## config.mk

```make
export PLATFORM = sky130hd
export DESIGN_NAME = option_config_registers
export DESIGN_NICKNAME = d
export VERILOG_FILES = /design/src/option_config_pkg.sv /design/src/option_config_registers.sv
export VERILOG_INCLUDE_DIRS = /design/src
export SDC_FILE = /design/constraint.sdc
export NUM_CORES = 1
export LEC_CHECK = 0
export BUFFER_PORTS_ARGS = -buffer_cell sky130_fd_sc_hd__clkbuf_2
export CAP_MARGIN = 40
export CELL_PAD_IN_SITES_DETAIL_PLACEMENT = 0
export CELL_PAD_IN_SITES_GLOBAL_PLACEMENT = 1
export CORE_MARGIN = 4
export CORE_UTILIZATION = 34
export CTS_CLUSTER_DIAMETER = 150
export DETAILED_ROUTE_END_ITERATION = 10
export PLACE_DENSITY_LB_ADDON = 0.1
export SKIP_LAST_GASP = 1
export SLEW_MARGIN = 20
export SYNTH_ARGS = -nofsm -noshare
export SYNTH_HDL_FRONTEND = slang
export SYNTH_SLANG_ARGS = --single-unit
```

## constraint.sdc

```tcl
create_clock -name sys_clk_i -period 1.9 [get_ports sys_clk_i]
set_input_delay 0.095 -clock sys_clk_i [delete_from_list [all_inputs] [get_ports sys_clk_i]]
set_output_delay 0.095 -clock sys_clk_i [all_outputs]
set_load 0.01 [all_outputs]
```

## src/option_config_params.svh

```systemverilog
// Constants for the option configuration register bank.
// Assumes a 32-bit classic Wishbone bus with byte addresses.
`ifndef OPTION_CONFIG_PARAMS_SVH
`define OPTION_CONFIG_PARAMS_SVH

// Register indices; byte address is four times the index
`define OPT_B_IDX        8'h1e
`define OPT_A_IDX        8'h1f
`define OPT_ADR_W        8

// Field positions, first option register
`define A_WDOG_PERIOD    7
`define A_MON_IN_STOP    6
`define A_MON_RST_DIS    5
`define A_MON_PWR_DIS    4
`define A_TRIP_SEL       3
`define A_SHORT_REC      2
`define A_STOP_EN        1
`define A_WDOG_DIS       0

// Field positions, second option register
`define B_PULLUP_DIS     7
`define B_EXT_INT_EN     6
`define B_OSC_HI         4
`define B_OSC_LO         3
`define B_RST_PIN_EN     0

// Bits that stay writable after the first write
`define A_FREE_MASK      8'h28
`define B_FREE_MASK      8'h00
// Bits cleared by power-on reset only
`define A_POR_MASK       8'h08
`define B_POR_MASK       8'h01
// Implemented bits of the second register
`define B_IMPL_MASK      8'hd9

// Watchdog timeouts in oscillator cycles
`define WDOG_SHORT_CYC   18'h01ff0
`define WDOG_LONG_CYC    18'h3fff0
// Wakeup intervals in wakeup oscillator cycles
`define WAKE_SHORT_CYC   15'h0200
`define WAKE_LONG_CYC    15'h4000
// Stop recovery lengths in oscillator cycles
`define REC_SHORT_CYC    13'h0020
`define REC_LONG_CYC     13'h1000

`endif

```

## src/option_config_pkg.sv

```systemverilog
// Types for the option configuration register bank.
// Assumes option_config_params.svh for all numbers.
package option_config_pkg;

  typedef enum logic [1:0] {
    OSC_INTERNAL,
    OSC_EXTERNAL,
    OSC_EXT_RC,
    OSC_EXT_XTAL
  } osc_sel_e;

  typedef enum logic {
    REC_IDLE,
    REC_COUNT
  } rec_state_e;

  // Decoded options toward the rest of the chip
  typedef struct packed {
    logic        ext_int_pullup_en;
    logic        ext_int_pin_enable;
    osc_sel_e    osc_sel;
    logic        reset_pin_enable;
    logic        watchdog_enable;
    logic [17:0] watchdog_timeout;
    logic [14:0] wakeup_interval;
    logic        volt_monitor_power;
    logic        volt_monitor_reset_en;
    logic        warning_trip_level;
    logic        stop_instr_enable;
  } opt_out_s;

  // Whole state of the bank
  typedef struct packed {
    logic [7:0]  opt_a;
    logic [7:0]  opt_b;
    logic        written_a;
    logic        written_b;
    logic        ack;
    logic [7:0]  rdat;
    rec_state_e  rec_state;
    logic [12:0] rec_cnt;
    logic        rec_done;
    logic        stop_grant;
    logic        stop_illegal;
    opt_out_s    outs;
  } cfg_state_s;

endpackage

```

## src/option_config_registers.sv

```systemverilog
// Option configuration register bank: two write-once option
// registers on a classic Wishbone slave, plus their decode.
// Assumes the system clock is also the oscillator clock, and
// that reset sources come from logic on the same clock.
//
// What this block does
// - Each option register takes only one write after any reset.
// - Trip level and monitor reset disable bits stay writable always.
// - Second register at index 1e, first register at index 1f.
// - Both registers read back their contents at any time.
// - Pullup control bit one disconnects pullup, zero connects it.
// - External interrupt pin function active only when its bit is one.
// - Oscillator bits: internal, external, external RC, crystal.
// - Reset pin function active only when its select bit is one.
// - Reset pin select bit cleared by power-on reset only.
// - Trip level bit cleared by power-on only; rest by any reset.
// - Watchdog timeout 2^13-2^4 or 2^18-2^4 cycles outside stop.
// - In stop, period bit picks 2^9 or 2^14 wakeup cycles.
// - Monitor runs in stop only if stop bit set, power bit clear.
// - Monitor resets blocked while reset disable bit is one.
// - Monitor powered down while power disable bit is one.
// - Trip bit one selects warning level, zero the reset level.
// - Stop exit delayed 32 cycles if short bit set, else 4096.
// - Stop exit caused by monitor reset always uses long delay.
// - Stop instruction runs only when enabled, else illegal opcode.
// - Watchdog disabled while its disable bit is one.
`include "option_config_params.svh"
`timescale 1ns/100ps
`default_nettype none

module option_config_registers
  import option_config_pkg::*;
(
  input  wire logic        sys_clk_i,              // System clock, 20 MHz
  input  wire logic        rst_i,                  // Any reset, sync, high
  input  wire logic        por_i,                  // Power-on reset, with rst_i
  input  wire logic        wb_cyc_i,               // Bus cycle
  input  wire logic        wb_stb_i,               // Bus strobe
  input  wire logic        wb_we_i,                // Write enable
  input  wire logic [7:0]  wb_adr_i,               // Byte address
  input  wire logic [3:0]  wb_sel_i,               // Byte lane selects
  input  wire logic [31:0] wb_dat_i,               // Write data
  output logic      [31:0] wb_dat_o,               // Read data
  output logic             wb_ack_o,               // Acknowledge
  input  wire logic        stop_mode_i,            // Chip is in stop mode
  input  wire logic        stop_opcode_i,          // Stop opcode decoded, pulse
  input  wire logic        stop_exit_i,            // Stop wake event, pulse
  input  wire logic        mon_reset_exit_i,       // Wake caused by monitor reset
  output logic             stop_grant_o,           // Stop executes, pulse
  output logic             illegal_opcode_o,       // Stop refused, pulse
  output logic             stop_recovered_o,       // Recovery over, pulse
  output logic             stop_recovering_o,      // Recovery delay running
  output logic             ext_int_pullup_en_o,    // Pin pullup connected
  output logic             ext_int_pin_enable_o,   // Pin interrupt function
  output osc_sel_e         osc_sel_o,              // Oscillator source
  output logic             reset_pin_enable_o,     // Pin reset function
  output logic             watchdog_enable_o,      // Watchdog running
  output logic      [17:0] watchdog_timeout_o,     // Timeout, osc cycles
  output logic      [14:0] wakeup_interval_o,      // Wakeup, wake osc cycles
  output logic             volt_monitor_power_o,   // Monitor powered
  output logic             volt_monitor_reset_en_o,// Monitor may reset
  output logic             warning_trip_level_o,   // Warning level selected
  output logic             stop_instr_enable_o     // Stop opcode allowed
);

  //////////////////////////////////////////////////////////////////
  // Helpers

  // Register index hit; low two address bits must be zero
  function automatic logic adr_hit(input logic [7:0] adr,
                                   input logic [7:0] idx);
    logic [7:0] want;
    want = {idx[5:0], 2'b00};
    adr_hit = (adr == want);
  endfunction

  // Write-once merge with always-writable bits
  function automatic logic [7:0] merge_once(input logic [7:0] old_v,
                                            input logic [7:0] new_v,
                                            input logic       done,
                                            input logic [7:0] free);
    logic [7:0] mask;
    mask = done ? free : 8'hff;
    merge_once = (new_v & mask) | (old_v & ~mask);
  endfunction

  //////////////////////////////////////////////////////////////////
  // State

  cfg_state_s s_r;
  cfg_state_s s_nxt;

  logic       req;
  logic       hit_a;
  logic       hit_b;
  logic       wr_take;
  logic [7:0] wbyte;
  logic       period_bit;
  logic       short_rec;

  assign req     = wb_cyc_i & wb_stb_i;
  assign hit_a   = adr_hit(wb_adr_i, `OPT_A_IDX);
  assign hit_b   = adr_hit(wb_adr_i, `OPT_B_IDX);
  // Write lands at the edge that carries ack
  assign wr_take = req & wb_we_i & s_r.ack & wb_sel_i[0];
  assign wbyte   = wb_dat_i[7:0];

  //////////////////////////////////////////////////////////////////
  // Next state

  always_comb begin
    s_nxt              = s_r;
    s_nxt.ack          = 1'b0;
    s_nxt.rec_done     = 1'b0;
    s_nxt.stop_grant   = 1'b0;
    s_nxt.stop_illegal = 1'b0;
    period_bit         = s_r.opt_a[`A_WDOG_PERIOD];
    short_rec          = s_r.opt_a[`A_SHORT_REC];

    // Bus answer one cycle after the request
    if (req && !s_r.ack) begin
      s_nxt.ack = 1'b1;
      if (hit_a) begin
        s_nxt.rdat = s_r.opt_a;
      end else if (hit_b) begin
        s_nxt.rdat = s_r.opt_b;
      end else begin
        s_nxt.rdat = 8'h00;
      end
    end

    // Register writes
    if (wr_take && hit_a) begin
      s_nxt.opt_a     = merge_once(s_r.opt_a, wbyte, s_r.written_a,
                                   `A_FREE_MASK);
      s_nxt.written_a = 1'b1;
    end
    if (wr_take && hit_b) begin
      s_nxt.opt_b     = merge_once(s_r.opt_b, wbyte & `B_IMPL_MASK,
                                   s_r.written_b,
                                   `B_FREE_MASK);
      s_nxt.written_b = 1'b1;
    end

    // Stop opcode gating
    if (stop_opcode_i) begin
      if (s_r.opt_a[`A_STOP_EN]) begin
        s_nxt.stop_grant = 1'b1;
      end else begin
        s_nxt.stop_illegal = 1'b1;
      end
    end

    // Stop recovery delay
    unique case (s_r.rec_state)
      REC_IDLE: begin
        if (stop_exit_i || mon_reset_exit_i) begin
          s_nxt.rec_state = REC_COUNT;
          if (short_rec && !mon_reset_exit_i) begin
            s_nxt.rec_cnt = `REC_SHORT_CYC;
          end else begin
            s_nxt.rec_cnt = `REC_LONG_CYC;
          end
        end
      end
      REC_COUNT: begin
        if (mon_reset_exit_i && short_rec) begin
          s_nxt.rec_cnt = `REC_LONG_CYC;
        end else if (s_r.rec_cnt == 13'h0001) begin
          s_nxt.rec_state = REC_IDLE;
          s_nxt.rec_cnt   = 13'h0000;
          s_nxt.rec_done  = 1'b1;
        end else begin
          s_nxt.rec_cnt = s_r.rec_cnt - 13'h0001;
        end
      end
    endcase

    // Decoded options, registered from current contents
    s_nxt.outs.ext_int_pullup_en  = ~s_r.opt_b[`B_PULLUP_DIS];
    s_nxt.outs.ext_int_pin_enable = s_r.opt_b[`B_EXT_INT_EN];
    s_nxt.outs.osc_sel            = osc_sel_e'({s_r.opt_b[`B_OSC_HI],
                                                s_r.opt_b[`B_OSC_LO]});
    s_nxt.outs.reset_pin_enable   = s_r.opt_b[`B_RST_PIN_EN];
    s_nxt.outs.watchdog_enable    = ~s_r.opt_a[`A_WDOG_DIS];

    if (period_bit) begin
      s_nxt.outs.watchdog_timeout = `WDOG_SHORT_CYC;
      s_nxt.outs.wakeup_interval  = `WAKE_SHORT_CYC;
    end else begin
      s_nxt.outs.watchdog_timeout = `WDOG_LONG_CYC;
      s_nxt.outs.wakeup_interval  = `WAKE_LONG_CYC;
    end

    // Monitor power: off when disabled, in stop only if allowed
    if (s_r.opt_a[`A_MON_PWR_DIS]) begin
      s_nxt.outs.volt_monitor_power = 1'b0;
    end else if (stop_mode_i) begin
      s_nxt.outs.volt_monitor_power = s_r.opt_a[`A_MON_IN_STOP];
    end else begin
      s_nxt.outs.volt_monitor_power = 1'b1;
    end
    s_nxt.outs.volt_monitor_reset_en = ~s_r.opt_a[`A_MON_RST_DIS];
    s_nxt.outs.warning_trip_level    = s_r.opt_a[`A_TRIP_SEL];
    s_nxt.outs.stop_instr_enable     = s_r.opt_a[`A_STOP_EN];

    // Synchronous reset; power-on bits survive other resets
    if (rst_i) begin
      s_nxt.opt_a        = s_r.opt_a & `A_POR_MASK;
      s_nxt.opt_b        = s_r.opt_b & `B_POR_MASK;
      if (por_i) begin
        s_nxt.opt_a      = 8'h00;
        s_nxt.opt_b      = 8'h00;
      end
      s_nxt.written_a    = 1'b0;
      s_nxt.written_b    = 1'b0;
      s_nxt.ack          = 1'b0;
      s_nxt.rdat         = 8'h00;
      s_nxt.rec_state    = REC_IDLE;
      s_nxt.rec_cnt      = 13'h0000;
      s_nxt.rec_done     = 1'b0;
      s_nxt.stop_grant   = 1'b0;
      s_nxt.stop_illegal = 1'b0;
      s_nxt.outs         = '0;
      s_nxt.outs.ext_int_pullup_en     = 1'b1;
      s_nxt.outs.watchdog_enable       = 1'b1;
      s_nxt.outs.watchdog_timeout      = `WDOG_LONG_CYC;
      s_nxt.outs.wakeup_interval       = `WAKE_LONG_CYC;
      s_nxt.outs.volt_monitor_power    = 1'b1;
      s_nxt.outs.volt_monitor_reset_en = 1'b1;
    end
  end

  //////////////////////////////////////////////////////////////////
  // Registers

  always_ff @(posedge sys_clk_i) begin
    s_r <= s_nxt;
  end

  //////////////////////////////////////////////////////////////////
  // Outputs

  assign wb_ack_o                = s_r.ack;
  assign wb_dat_o                = {24'h000000, s_r.rdat};
  assign stop_grant_o            = s_r.stop_grant;
  assign illegal_opcode_o        = s_r.stop_illegal;
  assign stop_recovered_o        = s_r.rec_done;
  assign stop_recovering_o       = (s_r.rec_state == REC_COUNT);
  assign ext_int_pullup_en_o     = s_r.outs.ext_int_pullup_en;
  assign ext_int_pin_enable_o    = s_r.outs.ext_int_pin_enable;
  assign osc_sel_o               = s_r.outs.osc_sel;
  assign reset_pin_enable_o      = s_r.outs.reset_pin_enable;
  assign watchdog_enable_o       = s_r.outs.watchdog_enable;
  assign watchdog_timeout_o      = s_r.outs.watchdog_timeout;
  assign wakeup_interval_o       = s_r.outs.wakeup_interval;
  assign volt_monitor_power_o    = s_r.outs.volt_monitor_power;
  assign volt_monitor_reset_en_o = s_r.outs.volt_monitor_reset_en;
  assign warning_trip_level_o    = s_r.outs.warning_trip_level;
  assign stop_instr_enable_o     = s_r.outs.stop_instr_enable;

endmodule // option_config_registers

`default_nettype wire

```

==> run summary, run 1 <==
The largest area contributor in the netlist is dfxtp_1. The proportion of power drawn by flip-flops and latches is 0.513. The estimated wirelength of the detail-placed design came out at 4.293 mm. The initial antenna violation count is 0. The headroom to the max-slew limit is 0.5023.

The worst clock skew is 0.007386 ns. The initial standard-cell utilization of the core is 0.3493. The maximum clock insertion buffer count came out at 2. VDD sags by at most 0.4430 mV. Measured along the x axis, the die boundary spans 99.64 um. In the final layout, the share of cells above drive strength 1 is 0.2581. Setup repair after global routing left no endpoint under its margin. The number of input and output port buffers inserted came out at 56. The clock slew seen by the registers of the worst setup and hold paths is 0.10 ns. In this run the vertical extent of the chip is 99.64 um. The flop and latch count out of synthesis is 56. s_r holds more flip-flops than any other register.

The total of cells resized after clock tree synthesis came out at 0. The setup slack of the worst register-to-register path came out at 0.09 ns. The number of nets with antenna violations after detailed routing is 0. The first global-routing pass estimated 8.680 mm of wire. The via count is 1942. TritonCTS built the clock tree. Before antenna repair, the detailed router went through 4 iterations. The register with the most flip-flops in the layout has 30 of them. The cell area power density came out at 863.5 nW/um2. The transition at the pin with the smallest max-transition slack came out at 0.7402 ns.

The switching power total came out at 0.0007426 W. The area of the mapped netlist came out at 2855 um2. The total clock sinks is 56. The period utilization is 0.9516. The analysis attributes to cell leakage a power of 1.335 nW. Among the stages of the critical path, the cell type that occurs most often is or4_1.

The number of nets in the finished design came out at 396. Counting both buffers and inverters, the worst setup path holds a total of 0. The total detailed-routing wirelength is 5.657 mm. Among all flip-flop cells after synthesis, the most frequent one is dfxtp_1.

The commonest non-fill, non-tap cell in the layout is clkbuf_2. The biggest fanout along the worst timing path is 6. The detailed-route vias per instance is 4.354. The later pin in the worst-skew pair is clocked with a latency of 0.31 ns.

The worst setup path is of the reg2reg kind. The achievable clock frequency is 553.1 MHz. The routing usage on met2 is 0.1575. The number of synthesized flops with an enable pin came out at 16. The max-capacitance violation count came out at 0. The total number of cells along the worst setup path is 3.

Counting flops with an async set or reset pin after synthesis yields a share of 0. The critical path goes through or4_1 > or4_1 > and3_1. The worst setup path is captured at a flop. The sum of negative setup slack is 0 ns. In the global route stage, met1 resource usage came out at 0.1638. The floorplan step defined a core boundary enclosing 8175 um2.

The relative area change from synthesis to final layout came out at 8.721%. The largest individual stage delay along the critical path comes from the cell or4_1. The number of warnings issued by yosys is 0. In this run, distinct cell masters in the synthesized netlist total 41.

In the routed design, unresolved DRC markers number 0. Each instance of the synthesized netlist takes up on average 9.679 um2. The area of the die came out at 9928 um2. The met3 routing resource usage after global routing came out at 0.03156. The hold-fix buffer count after cts came out at 0.

The number of cells on the worst reg-to-reg path is 3. The synthesized instance count came out at 295. Across every metal layer, demand over resource in global routing totals 0.1121. The switching fraction of total power is 0.2770. The final antenna diode count is 0.

The initial DRC count is 78. The combinational share of power came out at 0.194. The final weighted congestion in routability-driven placement came out at 0.7532. STA classifies the critical path startpoint as a flop. The time the worst path needs with I/O delays and setup is 1.808 ns. The dominant delay contributor by cell family on the critical path is simple AND/OR/NAND/NOR gates. The internal power summed over all cells is 0.001938 W.

The flow ran to the end, and the final reports show no timing, DRC or antenna violations. The number of global-route vias before repair was 1679. The required time at the endpoint of the critical path came out at 2.11 ns. The H-tree was split into 2 levels. In the layout the commonest cells are 56 x clkbuf_2, 50 x conb_1, 42 x nor2_1, 40 x dfxtp_1, 16 x edfxtp_1.

The pin count of the biggest net entering global routing is 23. The sequential-to-total area share from yosys stat came out at 0.4487. The buffer type at the clock tree root is clkbuf_8. In this run the post-CTS setup repair buffer count came out at 0. The most utilized layer in the global route result is met1. The clock network fraction of total power is 0.293.

The number of pins exceeding their max-slew limit in the final report is 0. The worst hold path belongs to the class in2reg. The initialized floorplan defines 33 standard-cell rows. Setup violations remaining at the end of the flow were counted as 0. The total clock buffers created by CTS came out at 5.

The end-of-flow core utilization is 0.3797. Yosys attributes the largest share of cell area to dfxtp_1 28%, buf_4 18%, edfxtp_1 17%. Data arrives at the worst endpoint at 2.02 ns.

The number of hold violations in the final report came to 0. The I/O pin count came out at 134. Fill cells in the final layout number 861. The worst hold path stage count is 2.

The fraction of post-synthesis cell area in the top cell type by area came out at 0.2805. The overall overflow remaining after global route is 0. The average detailed-routed wire length per instance is 12.68 um. The delay of the slowest cell on the worst path came out at 0.67 ns.
[cell usage after synthesis (all sizes together) (2+ instances only)]
cell and instances:
edfxtp 16, o21ai 3, a21oi 4, nor3 8, and2 3, xnor2 7, xor2 3, clkbuf 7
or4 5, dfxtp 40, nand2 7, nor4 7, ha 2, inv 4, nor2 42, o31ai 2
nand3 3, a22oi 8, nor4b 2, mux2 8, nand3b 2, nor2b 11, mux2i 12, nand2b 4
buf 70, conb 2
[cells by family after synthesis]
kind of cell / synth area share
xor+xnor: 0.03068
fa+ha+maj: 0.008763
other cells: 0.002630
simple gates: 0.1880
flops: 0.4487
buf+inv: 0.1963
compound gates: 0.05127
mux: 0.07362
[layer usage]
metal	wire length, um	up-vias	part of all wire
li1	-	976	-
met1	2740	880	0.48
met2	2396	82	0.42
met3	455	4	0.080
met4	64	0	0.011
met5	0	-	0
[power by group through the flow]
stage / registers [W] / clock network, W / logic, W
2_1_floorplan: 0.00139 / 0 / 0.000449
3_3_place_gp: 0.00140 / 0 / 0.000519
3_5_place_dp: 0.00140 / 0 / 0.000511
4_1_cts: 0.00138 / 0.000817 / 0.000515
5_1_grt: 0.00139 / 0.000857 / 0.000583
6_report: 0.00138 / 0.000784 / 0.000520
[metrics by stage]
step / instance area [um2] / power, W / cells / hold slack, ns / setup slack, ns
2_1_floorplan: 3035 / 0.001843 / 343 / 0.2508 / 0.1422
3_3_place_gp: 2984 / 0.001921 / 438 / 0.3563 / 0.1012
3_5_place_dp: 2984 / 0.001915 / 438 / 0.3614 / 0.1187
4_1_cts: 3092 / 0.002707 / 446 / 0.02648 / 0.09610
5_1_grt: 3104 / 0.002831 / 446 / 0.02974 / 0.002452
6_report: 3104 / 0.002681 / 446 / 0.03611 / 0.09193
[final timing paths]
kind | startpoint | to
worst max-delay path | s_r[48]$_SDFFE_PP0P_ | s_r[58]$_SDFFE_PP0P_
worst min-delay path | stop_opcode_i | stop_grant_o$_SDFF_PP0_
worst max register to register | s_r[48]$_SDFFE_PP0P_ | s_r[58]$_SDFFE_PP0P_
worst min register to register | s_r[84]$_SDFFCE_PP0P_ | volt_monitor_reset_en_o$_SDFF_PP1_
[area by class of cell]
type	instances	area (um2)	share of cell area
Clock inverter	2	35.03	0.01129
Tap cell	105	131.4	0.04232
Timing Repair Buffer	67	362.8	0.1169
Inverter	4	15.01	0.004837
Multi-Input combinational cell	206	1206	0.3886
Clock buffer	6	72.57	0.02338
Sequential cell	56	1281	0.4127
No activity file was read; power rests on OpenSTA's default activity.
==> inputs of run 2 (changes only) <==
RECOVER_POWER = 100   (was unset)
SLEW_MARGIN = unset   (was 20)
==> run 2 against run 1 <==
Compared with the run above: global-route usage did not move; worst setup slack hardly changed; first-iteration DRC count down 1.3%; largest power group unchanged.
==> run summary, run 2 (synthesized netlist as in run 1, its figures left out) <==
Outcome: completed (unchanged). The total clock buffers created by CTS is 5 (unchanged). The total detailed-routing wirelength came out at 5.738 mm (was 5.657 mm). The floorplan row count came out at 33 (unchanged).

The number of nets with antenna violations after detailed routing came to 0 (unchanged). The slowest library cell on the worst path is or4_1 (unchanged). Most used cells in the layout excluding fill and tap cells: 50 x conb_1, 42 x nor2_1, 40 x dfxtp_1, 33 x clkbuf_1, 27 x clkbuf_2 (was 56 x clkbuf_2, 50 x conb_1, 42 x nor2_1, 40 x dfxtp_1, 16 x edfxtp_1). The achievable clock frequency is 553.0 MHz (was 553.1 MHz). The total clock sinks is 56 (unchanged). The number of nets in the finished design came out at 396 (unchanged). The cell area power density came to 875.2 nW/um2 (was 863.5 nW/um2).

The pin count of the biggest net entering global routing is 23 (unchanged). RSZ-0062 raised after global routing: no (unchanged). The buffer type at the clock tree root was clkbuf_8 (unchanged). The fraction of final layout cells with drive strength greater than 1 is 0.1642 (was 0.2581).

The number of hold violations in the final report is 0 (unchanged). The chip height came to 99.64 um (unchanged). The number of flip-flops in the largest register is 30 (unchanged).

The area of the die came out at 9928 um2 (unchanged). The headroom to the max-slew limit is 0.3478 (was 0.5023). The sum of negative setup slack came out at 0 ns (unchanged). The number of setup violations in the final report was 0 (unchanged). The worst clock skew is 0.01122 ns (was 0.007386 ns). The clock tree from TritonCTS is done (unchanged). The class of the worst hold path is in2reg (unchanged). The global-route usage over all layers is 0.1121 (unchanged). The number of pins exceeding their max-slew limit in the final report is 0 (unchanged). The number of levels the H-tree was split into was 2 (unchanged).

The average detailed-routed wire length per instance is 12.87 um (was 12.68 um). The biggest fanout along the worst timing path is 6 (unchanged). The clock insertion delay at the later pin of the skew report is 0.32 ns (was 0.31 ns). The sum of internal, switching and leakage power is 0.002675 W (was 0.002681 W). The initial standard-cell utilization of the core came to 0.3493 (unchanged). The relative area change from synthesis to final layout came to 7.055% (was 8.721%). The most numerous cell on the critical path is or4_1 (unchanged). The cell leakage power is 1.229 nW (was 1.335 nW). The I/O pin count is 134 (unchanged). The non-filler instance count after layout came out at 446 (unchanged). The estimated wirelength of the detail-placed design came to 4.293 mm (unchanged). The startpoint-to-endpoint class of the critical path is reg2reg (unchanged). The final weighted congestion in routability-driven placement was 0.7532 (unchanged).

The detailed-route vias per instance came out at 4.363 (was 4.354). The time the worst path needs with I/O delays and setup came out at 1.808 ns (about the same). The buffer and inverter count on the worst path is 0 (unchanged). The via count came out at 1946 (was 1942). The arrival time of the worst setup path is 2.02 ns (about the same). The number of iterations in the first detailed-routing pass is 4 (unchanged). The hold-fix buffer count after cts is 0 (unchanged).

The first-pass GRT wire length came out at 8.680 mm (unchanged). The delay of the slowest cell on the worst path was 0.67 ns (about the same). The period utilization came out at 0.9517 (was 0.9516).

The dominant delay contributor by cell family on the critical path is simple AND/OR/NAND/NOR gates (unchanged). The worst vdd rail ir drop came out at 0.4409 mV (was 0.4430 mV). The required time at the endpoint of the critical path is 2.11 ns (about the same). The number of global-route vias before repair is 1679 (unchanged). The overall overflow remaining after global route is 0 (unchanged). The number of placed cells counting well taps is 438 (unchanged). The core outline area came out at 8175 um2 (unchanged). The number of input and output port buffers inserted is 56 (unchanged). The initial DRC count is 77 (was 78). Series of cell instances along the critical path: or4_1 > or4_1 > and3_1 (unchanged).

The maximum clock insertion buffer count is 2 (unchanged). The clock slew seen by the registers of the worst setup and hold paths is 0.10 ns (about the same). The register with the most flip-flops was s_r (unchanged).

The transition at the pin with the smallest max-transition slack is 0.9784 ns (was 0.7402 ns). The floorplan die width came out at 99.64 um (unchanged). The initial antenna violation count came out at 0 (unchanged). The element type at the critical path end was a flop (unchanged). The max-capacitance violation count came out at 0 (unchanged). The commonest non-fill, non-tap cell in the layout was conb_1 (was clkbuf_2). The DRC violation count after routing came out at 0 (unchanged). The final antenna diode count is 0 (unchanged).

The critical path startpoint category is a flop (unchanged).
run 2: per-stage QoR:
stage,area [um2],hold slack [ns],setup slack [ns],util
final,3057,0.03663,0.09184,0.3739
after global routing,3057,0.02974,0.002452,0.3739
after CTS,3092,0.02648,0.09610,0.3782
after detailed placement,2984,0.3614,0.1187,0.3650
after global placement,2984,0.3563,0.1012,0.3650
after floorplan,3035,0.2508,0.1422,-
run 2: report_power, final:
group | internal (W) | switching [W] | total (W)
registers | 0.00131 | 0.0000670 | 0.00138
clock network | 0.000392 | 0.000394 | 0.000786
logic | 0.000228 | 0.000284 | 0.000513
total | 0.00193 | 0.000745 | 0.00268
run 2: final timing paths:
path	depth (start not counted)	slack (ns)	startpoint	to
setup / recovery	3	0.09	s_r[48]$_SDFFE_PP0P_	s_r[58]$_SDFFE_PP0P_
hold / removal	2	0.04	stop_opcode_i	illegal_opcode_o$_SDFF_PP0_
setup reg to reg	3	0.09	s_r[48]$_SDFFE_PP0P_	s_r[58]$_SDFFE_PP0P_
hold reg to reg	1	0.47	s_r[84]$_SDFFCE_PP0P_	volt_monitor_reset_en_o$_SDFF_PP1_
run 2: layout make-up:
cell class	instances	area, um2
timing repair buffer	67	315.3
multi-input combinational	206	1206
tap	105	131.4
fill	880	5119
sequential	56	1281
inverter	4	15.01
clock inverter	2	35.03
clock buffer	6	72.57
run 2: metal layers:
metal | track usage | part of all wire | vias to the layer above
li1 | - | - | 978
met1 | 0.1638 | 0.49 | 884
met2 | 0.1575 | 0.41 | 80
met3 | 0.03156 | 0.087 | 4
met4 | 0.03782 | 0.011 | 0
met5 | 0 | 0 | -
run 2: repair_timing:
item | in CTS | in global routing
endpoints found under the setup margin | 0 | 2
resized for setup | 0 | 2
setup buffers | 0 | 0
run 2: worst reg2reg max path: stages (launching register included):
cell     delay (ns)
dfxtp_1        0.32
or4_1          0.67
or4_1          0.54
and3_1         0.18
==> inputs of run 3 (changes only) <==
CTS_CLUSTER_SIZE = 28   (was unset)
PLACE_DENSITY_LB_ADDON = 0.05   (was 0.1)
SKIP_LAST_GASP = unset   (was 1)
==> run 3 against run 2 <==
Compared with the run above: core utilization decreased by 0.12 points; final cell count increased by 0.22%; die area unchanged; clock skew about the same; clock power decreased by 1%; flip-flop and latch count unchanged; register-to-register slack got worse by 0.03 ns; critical path type unchanged; wire length increased by 4.0%; sequential share of layout area increased by 0.14 points; largest power group unchanged; power decreased by 0.82%; fmax decreased by 1.4%.
==> run summary, run 3 (synthesized netlist as in run 1, its figures left out) <==
The buffer type at the clock tree root was clkbuf_8 (unchanged). RSZ-0062 raised after global routing: no (unchanged). The total placed instance area came to 2992 um2 (was 2984 um2). The final instance area was 3047 um2 (was 3057 um2). The pin count of the biggest net entering global routing is 19 (was 23). The class of the worst hold path is in2reg (unchanged). The arrival time of the worst setup path is 2.04 ns (was 2.02 ns). The fraction of final layout cells with drive strength greater than 1 is 0.1491 (was 0.1642). The layout filler cell count is 874 (was 880).

The transition at the pin with the smallest max-transition slack came to 0.7690 ns (was 0.9784 ns). The max-capacitance violation count came out at 0 (unchanged). The headroom to the max-slew limit came to 0.4873 (was 0.3478). The via count is 1983 (was 1946). The final weighted congestion in routability-driven placement is 0.7562 (was 0.7532). The period utilization is 0.9655 (was 0.9517). The number of levels the H-tree was split into was 2 (unchanged). The clock insertion delay at the later pin of the skew report came out at 0.31 ns (was 0.32 ns). The core outline area was 8175 um2 (unchanged). The number of setup violations in the final report was 0 (unchanged). The start point of the critical path is s_r[48]$_SDFFE_PP0P_ (unchanged). The final antenna diode count came out at 0 (unchanged). The worst clock skew came to 0.01107 ns (was 0.01122 ns).

The startpoint of the lowest-slack register-to-register path was s_r[48]$_SDFFE_PP0P_ (unchanged). The number of iterations in the first detailed-routing pass is 4 (unchanged). The number of input and output port buffers inserted is 56 (unchanged). The register with the most flip-flops is s_r (unchanged).

The number of nets with antenna violations after detailed routing was 0 (unchanged). The total clock sinks is 56 (unchanged). The first-pass GRT wire length is 9.294 mm (was 8.680 mm). The maximum clock insertion buffer count was 2 (unchanged). The area of the die came out at 9928 um2 (unchanged).

The chip height is 99.64 um (unchanged). The initial standard-cell utilization of the core came out at 0.3493 (unchanged). The initial DRC count is 46 (was 77).

The average detailed-routed wire length per instance is 13.35 um (was 12.87 um). The relative area change from synthesis to final layout is 6.705% (was 7.055%). The floorplan die width came out at 99.64 um (unchanged). The floorplan row count was 33 (unchanged). The clock slew seen by the registers of the worst setup and hold paths came out at 0.10 ns (about the same).

The I/O pin count came out at 134 (unchanged). The element type at the critical path end is a flop (unchanged). The initial antenna violation count came out at 0 (unchanged). The total clock buffers created by CTS is 5 (unchanged). The sum of negative setup slack is 0 ns (unchanged). The overall overflow remaining after global route is 0 (unchanged). The clock tree from TritonCTS is done (unchanged). The final critical-path setup slack is 0.06553 ns (was 0.09184 ns). The cell area power density came to 870.9 nW/um2 (was 875.2 nW/um2). The time the worst path needs with I/O delays and setup came out at 1.834 ns (was 1.808 ns).

The achievable clock frequency came out at 545.1 MHz (was 553.0 MHz). The beginning of the worst hold path is stop_opcode_i (unchanged). The number of pins exceeding their max-slew limit in the final report is 0 (unchanged). The worst vdd rail ir drop is 0.2970 mV (was 0.4409 mV). The number of flip-flops in the largest register is 30 (unchanged). Most used cells in the layout excluding fill and tap cells: 50 x conb_1, 42 x nor2_1, 40 x dfxtp_1, 36 x clkbuf_1, 25 x clkbuf_2 (was 50 x conb_1, 42 x nor2_1, 40 x dfxtp_1, 33 x clkbuf_1, 27 x clkbuf_2).

The number of global-route vias before repair was 1865 (was 1679). The number of hold violations in the final report came out at 0 (unchanged). The required time at the endpoint of the critical path is 2.11 ns (about the same).

The cell leakage power is 1.218 nW (was 1.229 nW). The DRC violation count after routing came out at 0 (unchanged). The total detailed-routing wirelength was 5.966 mm (was 5.738 mm). The startpoint-to-endpoint class of the critical path is reg2reg (unchanged). The critical path startpoint category is a flop (unchanged). The setup fix buffers added after clock tree synthesis is 0 (unchanged). The detailed-route vias per instance is 4.436 (was 4.363). The biggest fanout along the worst timing path came out at 7 (was 6).

The global-route usage over all layers is 0.1169 (was 0.1121). The non-filler instance count after layout was 447 (was 446). The number of placed cells counting well taps is 439 (was 438).

Outcome: completed (unchanged). The post-placement worst setup slack is 0.09086 ns (was 0.1187 ns). The commonest non-fill, non-tap cell in the layout is conb_1 (unchanged). The estimated wirelength of the detail-placed design is 4.524 mm (was 4.293 mm). The number of nets in the finished design came out at 397 (was 396).
run 3: worst paths after layout:
path | end | slack (ns) | depth (start not counted)
setup / recovery | s_r[58]$_SDFFE_PP0P_ | 0.07 | 3
hold / removal | stop_grant_o$_SDFF_PP0_ | 0.05 | 2
hold reg to reg | volt_monitor_reset_en_o$_SDFF_PP1_ | 0.45 | 1
setup reg to reg | s_r[58]$_SDFFE_PP0P_ | 0.07 | 3
run 3: layout make-up:
class | instances | area (um2) | area share
multi-input cells | 206 | 1200 | 0.3938
well taps | 105 | 131.4 | 0.04312
repair buffers | 68 | 312.8 | 0.1027
clock buffers | 5 | 68.82 | 0.02259
flip-flops and latches | 56 | 1281 | 0.4205
clock inverters | 3 | 37.54 | 0.01232
inverters | 4 | 15.01 | 0.004928
run 3: report_power, final:
group          internal [W]  switching [W]  total [W]
clock network      0.000385       0.000390   0.000775
logic              0.000218       0.000287   0.000505
registers           0.00131      0.0000638    0.00137
total               0.00191       0.000741    0.00265
run 3: worst max-delay path, stage by stage, from the launching register on:
cell and delay, ns:
dfxtp_1 0.32, or4_1 0.68, or4_1 0.55, and3_1 0.18
run 3: through the flow:
| step | hold slack, ns | utilization | power (W) |
|---|---|---|---|
| finish | 0.04802 | 0.3727 | 0.002653 |
| global route | 0.03297 | 0.3727 | 0.002816 |
| CTS | 0.03388 | 0.3789 | 0.002694 |
| detailed placement | 0.3559 | 0.3659 | 0.001914 |
| global placement | 0.3559 | 0.3659 | 0.001915 |
| floorplan | 0.2508 | - | 0.001843 |
run 3: layer usage:
metal	up-vias	track usage	wire length [um]
met2	82	0.1777	2599
met3	4	0.02735	445
met1	925	0.1676	2867
li1	972	-	-
met5	-	0	0
met4	0	0.02836	53
run 3: timing repair:
action | CTS | global route
endpoints found under the setup margin | 0 | 1
endpoints found under the hold margin | 0 | 0
gates resized for setup | 0 | 1
hold buffers | 0 | 0
